--- config.mk ---
export PLATFORM = sky130hd
export DESIGN_NAME = lsirq_regs
export DESIGN_NICKNAME = d
export VERILOG_FILES = /design/src/verilog/lsirq_pkg.sv /design/src/verilog/lsirq_regs.sv /design/src/verilog/lsirq_wait_timer.sv
export VERILOG_INCLUDE_DIRS = /design/src /design/src/verilog
export SDC_FILE = /design/constraint.sdc
export NUM_CORES = 1
export LEC_CHECK = 0
export ABC_AREA = 1
export BUFFER_PORTS_ARGS = -buffer_cell sky130_fd_sc_hd__buf_4
export CAP_MARGIN = 5
export CORE_AREA = 2 2 116 118
export CTS_BUF_LIST = sky130_fd_sc_hd__clkbuf_16
export DETAILED_ROUTE_END_ITERATION = 8
export DIE_AREA = 0 0 118 120
export GPL_TIMING_DRIVEN = 1
export PLACE_DENSITY = 0.74
export SLEW_MARGIN = 20
export SYNTH_ARGS = -nofsm -noshare
export SYNTH_HDL_FRONTEND = slang
export SYNTH_SLANG_ARGS = --single-unit
--- constraint.sdc ---
create_clock -name clk -period 7.1 [get_ports clk]
set_input_delay 0.355 -clock clk [delete_from_list [all_inputs] [get_ports clk]]
set_output_delay 0.355 -clock clk [all_outputs]
set_load 0.02 [all_outputs]
--- src/verilog/lsirq_cfg.svh ---
`ifndef LSIRQ_CFG_SVH
`define LSIRQ_CFG_SVH

`define LSIRQ_ADDR_LOW_THR_LO   8'h84
`define LSIRQ_ADDR_LOW_THR_HI   8'h85
`define LSIRQ_ADDR_HIGH_THR_LO  8'h86
`define LSIRQ_ADDR_HIGH_THR_HI  8'h87
`define LSIRQ_ADDR_PERSIST      8'h8c
`define LSIRQ_ADDR_CONFIG       8'h8d
`define LSIRQ_ADDR_GAIN         8'h8f
`define LSIRQ_ADDR_AUX          8'h90
`define LSIRQ_ADDR_REVISION     8'h91
`define LSIRQ_ADDR_IDENT        8'h92
`define LSIRQ_ADDR_CLR_CLEAR    8'he6
`define LSIRQ_ADDR_CLR_ALL      8'he7

`define LSIRQ_RST_THR           8'h00
`define LSIRQ_RST_PERSIST       8'h00
`define LSIRQ_RST_CONFIG        8'h40
`define LSIRQ_RST_GAIN          8'h00
`define LSIRQ_RST_AUX           8'h00

`define LSIRQ_PERSIST_MASK      8'h0f
`define LSIRQ_CONFIG_MASK       8'h42
`define LSIRQ_GAIN_MASK         8'h03
`define LSIRQ_AUX_MASK          8'h20
`define LSIRQ_LONG_WAIT_BIT     1
`define LSIRQ_SAT_EN_BIT        5

`define LSIRQ_LONG_WAIT_FACTOR  12
`define LSIRQ_PERSIST_STEP      5

`define LSIRQ_WAIT_STEP_NS      2780000
`define LSIRQ_CLK_PERIOD_NS     100
`define LSIRQ_WAIT_STEP_CYC     (`LSIRQ_WAIT_STEP_NS / `LSIRQ_CLK_PERIOD_NS)

`endif

--- src/verilog/lsirq_pkg.sv ---
package lsirq_pkg;
    typedef enum logic [1:0] {
        LSIRQ_GAIN_X1,
        LSIRQ_GAIN_X4,
        LSIRQ_GAIN_X16,
        LSIRQ_GAIN_X64
    } lsirq_gain_t;

    typedef enum logic [1:0] {
        LSIRQ_WAIT_IDLE,
        LSIRQ_WAIT_RUN,
        LSIRQ_WAIT_DONE
    } lsirq_wait_state_t;
endpackage

--- src/verilog/lsirq_regs.sv ---
`timescale 1ns/1ps
`include "lsirq_cfg.svh"

module lsirq_regs #(
    parameter logic [3:0] DIE_REVISION = 4'h1,  // arbitrary value
    parameter logic [5:0] PART_ID      = 6'h2a, // arbitrary value
    parameter logic [1:0] VARIANT_CODE = 2'h1,  // arbitrary value
    parameter int         STEP_CYCLES  = `LSIRQ_WAIT_STEP_CYC
) (
    input  wire logic        clk,
    input  wire logic        rst_n,
    input  wire logic        reg_wr,
    input  wire logic        reg_rd,
    input  wire logic [7:0]  reg_addr,
    input  wire logic [7:0]  reg_wdata,
    output logic [7:0]       reg_rdata,
    input  wire logic        light_interrupt_enable,
    input  wire logic        conversion_enable,
    input  wire logic        conversion_done,
    input  wire logic [15:0] clear_channel_result,
    input  wire logic        saturation_flag,
    input  wire logic        wait_start,
    input  wire logic [7:0]  wait_count,
    output logic             wait_busy,
    output logic             wait_done,
    output logic [1:0]       conversion_gain_select,
    output logic             long_wait_select,
    output logic             threshold_interrupt_flag,
    output logic             saturation_irq_pending,
    output logic             int_out,
    output logic             int_oe
);
    if (STEP_CYCLES < 1) begin : g_bad_step
        $error("STEP_CYCLES must be at least 1");
    end

    // persistence code to required count
    function automatic logic [5:0] persist_need(input logic [3:0] code);
        if (code <= 4'h3) begin
            persist_need = {2'b00, code};
        end else begin
            persist_need = 6'((code - 4'h3) * `LSIRQ_PERSIST_STEP);
        end
    endfunction

    function automatic logic is_clear_cmd(input logic [7:0] addr);
        is_clear_cmd = (addr == `LSIRQ_ADDR_CLR_CLEAR) || (addr == `LSIRQ_ADDR_CLR_ALL);
    endfunction

    logic [1:0]  rst_sync_q;
    logic        rst_sync_n;

    always_ff @(posedge clk or negedge rst_n) begin
        if (!rst_n) begin
            rst_sync_q <= 2'b00;
        end else begin
            rst_sync_q <= {rst_sync_q[0], 1'b1};
        end
    end
    assign rst_sync_n = rst_sync_q[1];

    logic [7:0]  low_thr_lo_q;
    logic [7:0]  low_thr_hi_q;
    logic [7:0]  high_thr_lo_q;
    logic [7:0]  high_thr_hi_q;
    logic [7:0]  persist_q;
    logic [7:0]  config_q;
    logic [7:0]  gain_q;
    logic [7:0]  aux_q;

    always_ff @(posedge clk or negedge rst_sync_n) begin
        if (!rst_sync_n) begin
            low_thr_lo_q  <= `LSIRQ_RST_THR;
            low_thr_hi_q  <= `LSIRQ_RST_THR;
            high_thr_lo_q <= `LSIRQ_RST_THR;
            high_thr_hi_q <= `LSIRQ_RST_THR;
            persist_q     <= `LSIRQ_RST_PERSIST;
            config_q      <= `LSIRQ_RST_CONFIG;
            gain_q        <= `LSIRQ_RST_GAIN;
            aux_q         <= `LSIRQ_RST_AUX;
        end else if (reg_wr) begin
            if (reg_addr == `LSIRQ_ADDR_LOW_THR_LO) begin
                low_thr_lo_q <= reg_wdata;
            end else if (reg_addr == `LSIRQ_ADDR_LOW_THR_HI) begin
                low_thr_hi_q <= reg_wdata;
            end else if (reg_addr == `LSIRQ_ADDR_HIGH_THR_LO) begin
                high_thr_lo_q <= reg_wdata;
            end else if (reg_addr == `LSIRQ_ADDR_HIGH_THR_HI) begin
                high_thr_hi_q <= reg_wdata;
            end else if (reg_addr == `LSIRQ_ADDR_PERSIST) begin
                persist_q <= reg_wdata & `LSIRQ_PERSIST_MASK;
            end else if (reg_addr == `LSIRQ_ADDR_CONFIG) begin
                // reserved bits held at their mandated levels
                config_q <= (reg_wdata & `LSIRQ_CONFIG_MASK) | `LSIRQ_RST_CONFIG;
            end else if (reg_addr == `LSIRQ_ADDR_GAIN) begin
                gain_q <= reg_wdata & `LSIRQ_GAIN_MASK;
            end else if (reg_addr == `LSIRQ_ADDR_AUX) begin
                aux_q <= reg_wdata & `LSIRQ_AUX_MASK;
            end
        end
    end

    logic [15:0] low_threshold;
    logic [15:0] high_threshold;
    logic [3:0]  persistence_code;
    logic        saturation_interrupt_enable;
    logic        out_of_window;

    assign low_threshold               = {low_thr_hi_q, low_thr_lo_q};
    assign high_threshold              = {high_thr_hi_q, high_thr_lo_q};
    assign persistence_code            = persist_q[3:0];
    assign long_wait_select            = config_q[`LSIRQ_LONG_WAIT_BIT];
    assign saturation_interrupt_enable = aux_q[`LSIRQ_SAT_EN_BIT];
    assign out_of_window = (clear_channel_result < low_threshold)
                        || (clear_channel_result > high_threshold);

    always_comb begin
        case (gain_q[1:0])
            2'b00:   conversion_gain_select = lsirq_pkg::LSIRQ_GAIN_X1;
            2'b01:   conversion_gain_select = lsirq_pkg::LSIRQ_GAIN_X4;
            2'b10:   conversion_gain_select = lsirq_pkg::LSIRQ_GAIN_X16;
            default: conversion_gain_select = lsirq_pkg::LSIRQ_GAIN_X64;
        endcase
    end

    logic       clear_cmd;
    logic [5:0] run_q;
    logic       run_hit;
    logic       thr_event;

    assign clear_cmd = reg_wr && is_clear_cmd(reg_addr);
    // one bit wider so a saturated run does not wrap to zero
    assign run_hit   = out_of_window
                    && (({1'b0, run_q} + 7'h01)
                        >= {1'b0, persist_need(persistence_code)});
    assign thr_event = conversion_done && conversion_enable
                    && ((persistence_code == 4'h0) || run_hit);

    always_ff @(posedge clk or negedge rst_sync_n) begin
        if (!rst_sync_n) begin
            run_q <= 6'h0;
        end else if (conversion_done && !out_of_window) begin
            run_q <= 6'h0;
        end else if (conversion_done && run_q != 6'h3f) begin
            run_q <= run_q + 6'h1;
        end else if (clear_cmd) begin
            run_q <= 6'h0;
        end
    end

    always_ff @(posedge clk or negedge rst_sync_n) begin
        if (!rst_sync_n) begin
            threshold_interrupt_flag <= 1'b0;
        end else if (thr_event) begin
            threshold_interrupt_flag <= 1'b1;
        end else if (clear_cmd) begin
            threshold_interrupt_flag <= 1'b0;
        end
    end

    always_ff @(posedge clk or negedge rst_sync_n) begin
        if (!rst_sync_n) begin
            saturation_irq_pending <= 1'b0;
        end else if (saturation_flag && saturation_interrupt_enable) begin
            saturation_irq_pending <= 1'b1;
        end else if (clear_cmd) begin
            saturation_irq_pending <= 1'b0;
        end
    end

    // open-drain active low pin: drive low while saturation or an enabled threshold interrupt is pending
    always_ff @(posedge clk or negedge rst_sync_n) begin
        if (!rst_sync_n) begin
            int_oe <= 1'b0;
        end else begin
            int_oe <= (threshold_interrupt_flag && light_interrupt_enable)
                   || saturation_irq_pending;
        end
    end
    assign int_out = 1'b0;

    lsirq_wait_timer #(
        .STEP_CYCLES (STEP_CYCLES)
    ) u_wait (
        .clk              (clk),
        .rst_sync_n       (rst_sync_n),
        .start            (wait_start),
        .wait_count       (wait_count),
        .long_wait_select (long_wait_select),
        .busy             (wait_busy),
        .done             (wait_done)
    );

    always_ff @(posedge clk or negedge rst_sync_n) begin
        if (!rst_sync_n) begin
            reg_rdata <= 8'h00;
        end else if (reg_rd) begin
            if (reg_addr == `LSIRQ_ADDR_LOW_THR_LO) begin
                reg_rdata <= low_thr_lo_q;
            end else if (reg_addr == `LSIRQ_ADDR_LOW_THR_HI) begin
                reg_rdata <= low_thr_hi_q;
            end else if (reg_addr == `LSIRQ_ADDR_HIGH_THR_LO) begin
                reg_rdata <= high_thr_lo_q;
            end else if (reg_addr == `LSIRQ_ADDR_HIGH_THR_HI) begin
                reg_rdata <= high_thr_hi_q;
            end else if (reg_addr == `LSIRQ_ADDR_PERSIST) begin
                reg_rdata <= persist_q;
            end else if (reg_addr == `LSIRQ_ADDR_CONFIG) begin
                reg_rdata <= config_q;
            end else if (reg_addr == `LSIRQ_ADDR_GAIN) begin
                reg_rdata <= gain_q;
            end else if (reg_addr == `LSIRQ_ADDR_AUX) begin
                reg_rdata <= aux_q;
            end else if (reg_addr == `LSIRQ_ADDR_REVISION) begin
                reg_rdata <= {4'h0, DIE_REVISION};
            end else if (reg_addr == `LSIRQ_ADDR_IDENT) begin
                reg_rdata <= {PART_ID, VARIANT_CODE};
            end else begin
                reg_rdata <= 8'h00;
            end
        end
    end
endmodule // lsirq_regs

--- src/verilog/lsirq_wait_timer.sv ---
`timescale 1ns/1ps
`include "lsirq_cfg.svh"

// wait period: 256 - wait_count steps of 2.78 ms, times 12 when long wait
module lsirq_wait_timer #(
    parameter int STEP_CYCLES = `LSIRQ_WAIT_STEP_CYC
) (
    input  wire logic       clk,
    input  wire logic       rst_sync_n,
    input  wire logic       start,
    input  wire logic [7:0] wait_count,
    input  wire logic       long_wait_select,
    output logic            busy,
    output logic            done
);
    if (STEP_CYCLES < 1) begin : g_bad_step
        $error("STEP_CYCLES must be at least 1");
    end

    logic [31:0]                     tick_q;
    logic [3:0]                      mult_q;
    logic [8:0]                      steps_q;
    lsirq_pkg::lsirq_wait_state_t    state_q;

    always_ff @(posedge clk or negedge rst_sync_n) begin
        if (!rst_sync_n) begin
            state_q <= lsirq_pkg::LSIRQ_WAIT_IDLE;
            tick_q  <= 32'h0;
            mult_q  <= 4'h0;
            steps_q <= 9'h0;
        end else begin
            case (state_q)
                lsirq_pkg::LSIRQ_WAIT_IDLE: begin
                    if (start) begin
                        // two's complement count: 0xff gives one step, 0x00 gives 256
                        steps_q <= 9'h100 - {1'b0, wait_count};
                        tick_q  <= 32'h0;
                        mult_q  <= 4'h0;
                        state_q <= lsirq_pkg::LSIRQ_WAIT_RUN;
                    end
                end
                lsirq_pkg::LSIRQ_WAIT_RUN: begin
                    if (tick_q == 32'(STEP_CYCLES - 1)) begin
                        tick_q <= 32'h0;
                        if (long_wait_select
                            && mult_q != 4'(`LSIRQ_LONG_WAIT_FACTOR - 1)) begin
                            mult_q <= mult_q + 4'h1;
                        end else begin
                            mult_q <= 4'h0;
                            if (steps_q == 9'h1) begin
                                state_q <= lsirq_pkg::LSIRQ_WAIT_DONE;
                            end
                            steps_q <= steps_q - 9'h1;
                        end
                    end else begin
                        tick_q <= tick_q + 32'h1;
                    end
                end
                default: begin
                    state_q <= lsirq_pkg::LSIRQ_WAIT_IDLE;
                end
            endcase
        end
    end

    assign busy = (state_q == lsirq_pkg::LSIRQ_WAIT_RUN);
    assign done = (state_q == lsirq_pkg::LSIRQ_WAIT_DONE);
endmodule // lsirq_wait_timer

==> flow_metrics.env <==
export IMPL_p_total_mw=1.890
export IMPL_postRouteAntennaNets=0
export IMPL_avgRoutedWirePerCell_um=14.08
export IMPL_critPathMaxStageDelay_ns=0.44
export IMPL_clock_path_buffers=2
export IMPL_p_leak_nw=3.812
export IMPL_drv_slew=0
export IMPL_final_cells=1172
export IMPL_crit_slowest_cell="dfrtp_1"
export IMPL_min_period_over_period_pct=42.40
export IMPL_grt_use_total_pct=24.81
export IMPL_avgSynthCellArea_um2=7.521
export IMPL_syn_instance_count=930
export IMPL_synth_ff_type="dfrtp_1"
export IMPL_critPathBufInv=1
export IMPL_first_iter_violations=392
export IMPL_hp_class="input port to register"
export IMPL_fin_tns_setup_ns=0
export IMPL_cts_max_level=3
export IMPL_synth_async_reset_ratio_pct=100.0
export IMPL_arrival_ns=3.26
export IMPL_yosys_area_top_type="dfrtp_1"
export IMPL_crit_start="persist_q[2]"
export IMPL_synth_edf_count=0
export IMPL_cpMostUsedCell="nand2_1"
export IMPL_wl_um=16510
export IMPL_setup_worst_path_class="register to register"
export IMPL_crit_required_ns=7.35
export IMPL_dp_cells=1155
export IMPL_reg2reg_from="persist_q[2]"
export IMPL_start_kind="register"
export IMPL_pwr_density_cell_mw_per_mm2=238.6
export IMPL_port_buffers=64
export IMPL_fmax_ghz=0.3322
export IMPL_synth_top_cell_area_share_pct=37.92
export IMPL_globalplace_congestion=0.9186
export IMPL_cts_root_buf="clkbuf_16"
export IMPL_rr_endpoint="threshold_interrupt_flag"
export IMPL_crit_cells=15
export IMPL_grt_pass1_vias=5883
export IMPL_finalHoldViolCount=0
export IMPL_path_clk_slew_ns=0.08
export IMPL_max_slew_worst_pin_slew_ns=0.9712
export IMPL_ir_worst_vdd_mv=0.2091
export IMPL_cts_inserted_buffers=9
export IMPL_maxSlewHeadroom_pct=35.25
export IMPL_remaining_drc_errors=0
export IMPL_syn_cell_area_mm2=0.006994
export IMPL_nNetsFinal=1089
export IMPL_fp_dieW_um=118
export IMPL_hpwlAfterDp_um=12730
export IMPL_grt_overflow_total=0
export IMPL_path_delay_family="adder cells"
export IMPL_crit_end="threshold_interrupt_flag"
export IMPL_yosysUniqueCellTypes=46
export IMPL_first_pass_iters=5
export IMPL_cp_cell_sequence="nor2_1 -> inv_1 -> nor2_1 -> ha_1 -> fa_1 -> xor2_1 -> xor2_1 -> nand2_1 -> ha_1 -> nand4_1 -> o2111ai_1 -> nand2_1 -> nand2_1 -> nand2_1 -> nand2_1"
export IMPL_worstSkewPairLatency_ns=0.36
export IMPL_cts_sinks=106
export IMPL_rr_worst_depth=15
export IMPL_max_cap_violations=0
export IMPL_end_kind="register"
export IMPL_die_area_mm2=0.01416
export IMPL_fin_hold_ws_ns=0.2087
export IMPL_yosys_warnings=0
export IMPL_antenna_found_initial=0
export IMPL_synth_yosys_seq_area_share_pct=37.92
export IMPL_ys_seq_elements=106
export IMPL_die_y_um=120
export IMPL_period_needed_ns=3.010
export IMPL_drive_gt1_share_pct=13.15
export IMPL_grt_max_degree=78
export IMPL_status="finished clean"
export IMPL_routed_via_density=5.289
export IMPL_via_count=6199
export IMPL_syn_nets=1028
export IMPL_core_area_mm2=0.01298
export IMPL_grt_pass1_wl_um=28260
export IMPL_r2r_slack_ns=4.09
export IMPL_cts_tree="yes"
export IMPL_fp_row_count=42
export IMPL_yosys_top_cells_area="dfrtp_1, nand2_1, ha_1, inv_1, o21ai_0"
export IMPL_synthToLayoutAreaGrowth_pct=13.24
export IMPL_rsz0062_at_grt="false"
export IMPL_num_io_pins=66
export IMPL_setup_viol=0
export IMPL_fin_skew_ns=0.006599
export IMPL_critPathMaxFanout=6
export IMPL_antennaDiodeCount=0
export IMPL_initial_core_util_pct=53.88
layout make-up:
type,count,area (µm²)
clock inverter,7,63.81
sequential,106,2656
multi-input combinational,677,3765
clock buffer,9,225.2
fill,1209,5060
inverter,131,491.7
timing repair buffer,66,498.0
tap,176,220.2
routing by layer:
metal  up-vias  GRT usage [%]  share of wire [%]
met3        27          4.848                5.1
met4         0          8.057                2.2
li1       3179              -                  -
met1      2825          34.09                 47
met5         -              0                  0
met2       168          39.61                 45
Yosys cell counts (2+ instances only):
cell type and number:
a21o_1 2, nor3_2 3, o21ai_1 9, o221ai_1 4, a31oi_1 8, nor4_1 4, inv_1 125, nand2_1 235
a21oi_1 39, nand2_2 11, o22ai_1 7, and3_1 3, xor2_1 25, nand3b_1 3, xnor2_1 2, nor2_4 5
nor2_2 6, inv_2 6, o21ai_2 16, nor3_1 24, dfrtp_1 106, o22a_1 3, ha_1 48, o21a_1 2
nand4_1 20, conb_1 2, nor2_1 72, a21boi_0 2, nand3_1 45, o21ai_0 62, o31ai_1 2, clkbuf_1 5
buf_4 2, buf_2 8, nor3b_1 3
power breakdown:
group | leakage, nW | switching (mW) | internal [mW]
logic | 2.29 | 0.323 | 0.225
registers | 1.39 | 0.131 | 0.715
clock network | 0.139 | 0.251 | 0.245
total | 3.81 | 0.705 | 1.19
worst min-delay path by stage:
stage                                 startpoint            end  cells past startpoint
final                     light_interrupt_enable         int_oe                      3
after global routing      light_interrupt_enable         int_oe                      3
after CTS                 light_interrupt_enable         int_oe                      3
after detailed placement                   rst_n  rst_sync_q[1]                      1
after global placement                     rst_n  rst_sync_q[0]                      1
after floorplan                            rst_n  rst_sync_q[0]                      0
flip-flops by register name, indices dropped and copies added (netlist names), 6 cells and up:
register,flops
u_wait.tick_q,32
u_wait.steps_q,9
high_thr_hi_q,8
high_thr_lo_q,8
low_thr_hi_q,8
low_thr_lo_q,8
reg_rdata,8
run_q,6
per-stage QoR:
| stage | worst slack (ns) | util, % | area (µm²) |
|---|---|---|---|
| 5_1_grt | 3.742 | 61.02 | 7920 |
| 2_1_floorplan | 3.929 | - | 6994 |
| 3_5_place_dp | 4.080 | 58.71 | 7621 |
| 4_1_cts | 4.075 | 61.02 | 7920 |
| 3_3_place_gp | 4.158 | 58.71 | 7621 |
| 6_report | 4.090 | 61.02 | 7920 |
timing repair:
action | CTS | global route
hold buffers | 1 | 0
gates resized for setup | 0 | 0
buffers inserted | 0 | 0
hold endpoints to repair | 2 | 0
kinds of logic (layout without fill, tap and decap cells):
kind of cell / Yosys count / count (layout) / share of synthesized area [%]
AOI/OAI and AO/OA: 160 / 160 / 13.47
xor gates and xnor gates: 27 / 27 / 3.381
adders and majority gates: 49 / 49 / 8.873
buffers and inverters: 147 / 213 / 8.247
DFF: 106 / 106 / 37.92
other: 2 / 2 / 0.1074
and+or+nand+nor: 439 / 439 / 28.00
placed cells by master, fill, tap and decap left out, types with 7 or more instances in the layout:
cell / instances
nand3_1: 45
o21ai_0: 62
nor3_1: 24
inv_1: 126
nand2_2: 11
ha_1: 48
dfrtp_1: 105
o21ai_2: 16
o22ai_1: 7
nand4_1: 20
o21ai_1: 9
clkbuf_16: 9
buf_4: 65
xor2_1: 25
a21oi_1: 39
nand2_1: 235
nor2_1: 72
a31oi_1: 8
worst reg2reg max path, delay by kind of cell (launching register included):
| family | cells | cell delay [ns] |
|---|---|---|
| AND/OR/NAND/NOR | 8 | 0.86 |
| buffers and inverters | 1 | 0.16 |
| XOR/XNOR | 2 | 0.34 |
| flip-flops | 1 | 0.44 |
| adder cells (fa/ha/maj) | 3 | 1.02 |
| AO/OA/AOI/OAI | 1 | 0.11 |
No activity file was read; power rests on OpenSTA's default activity.
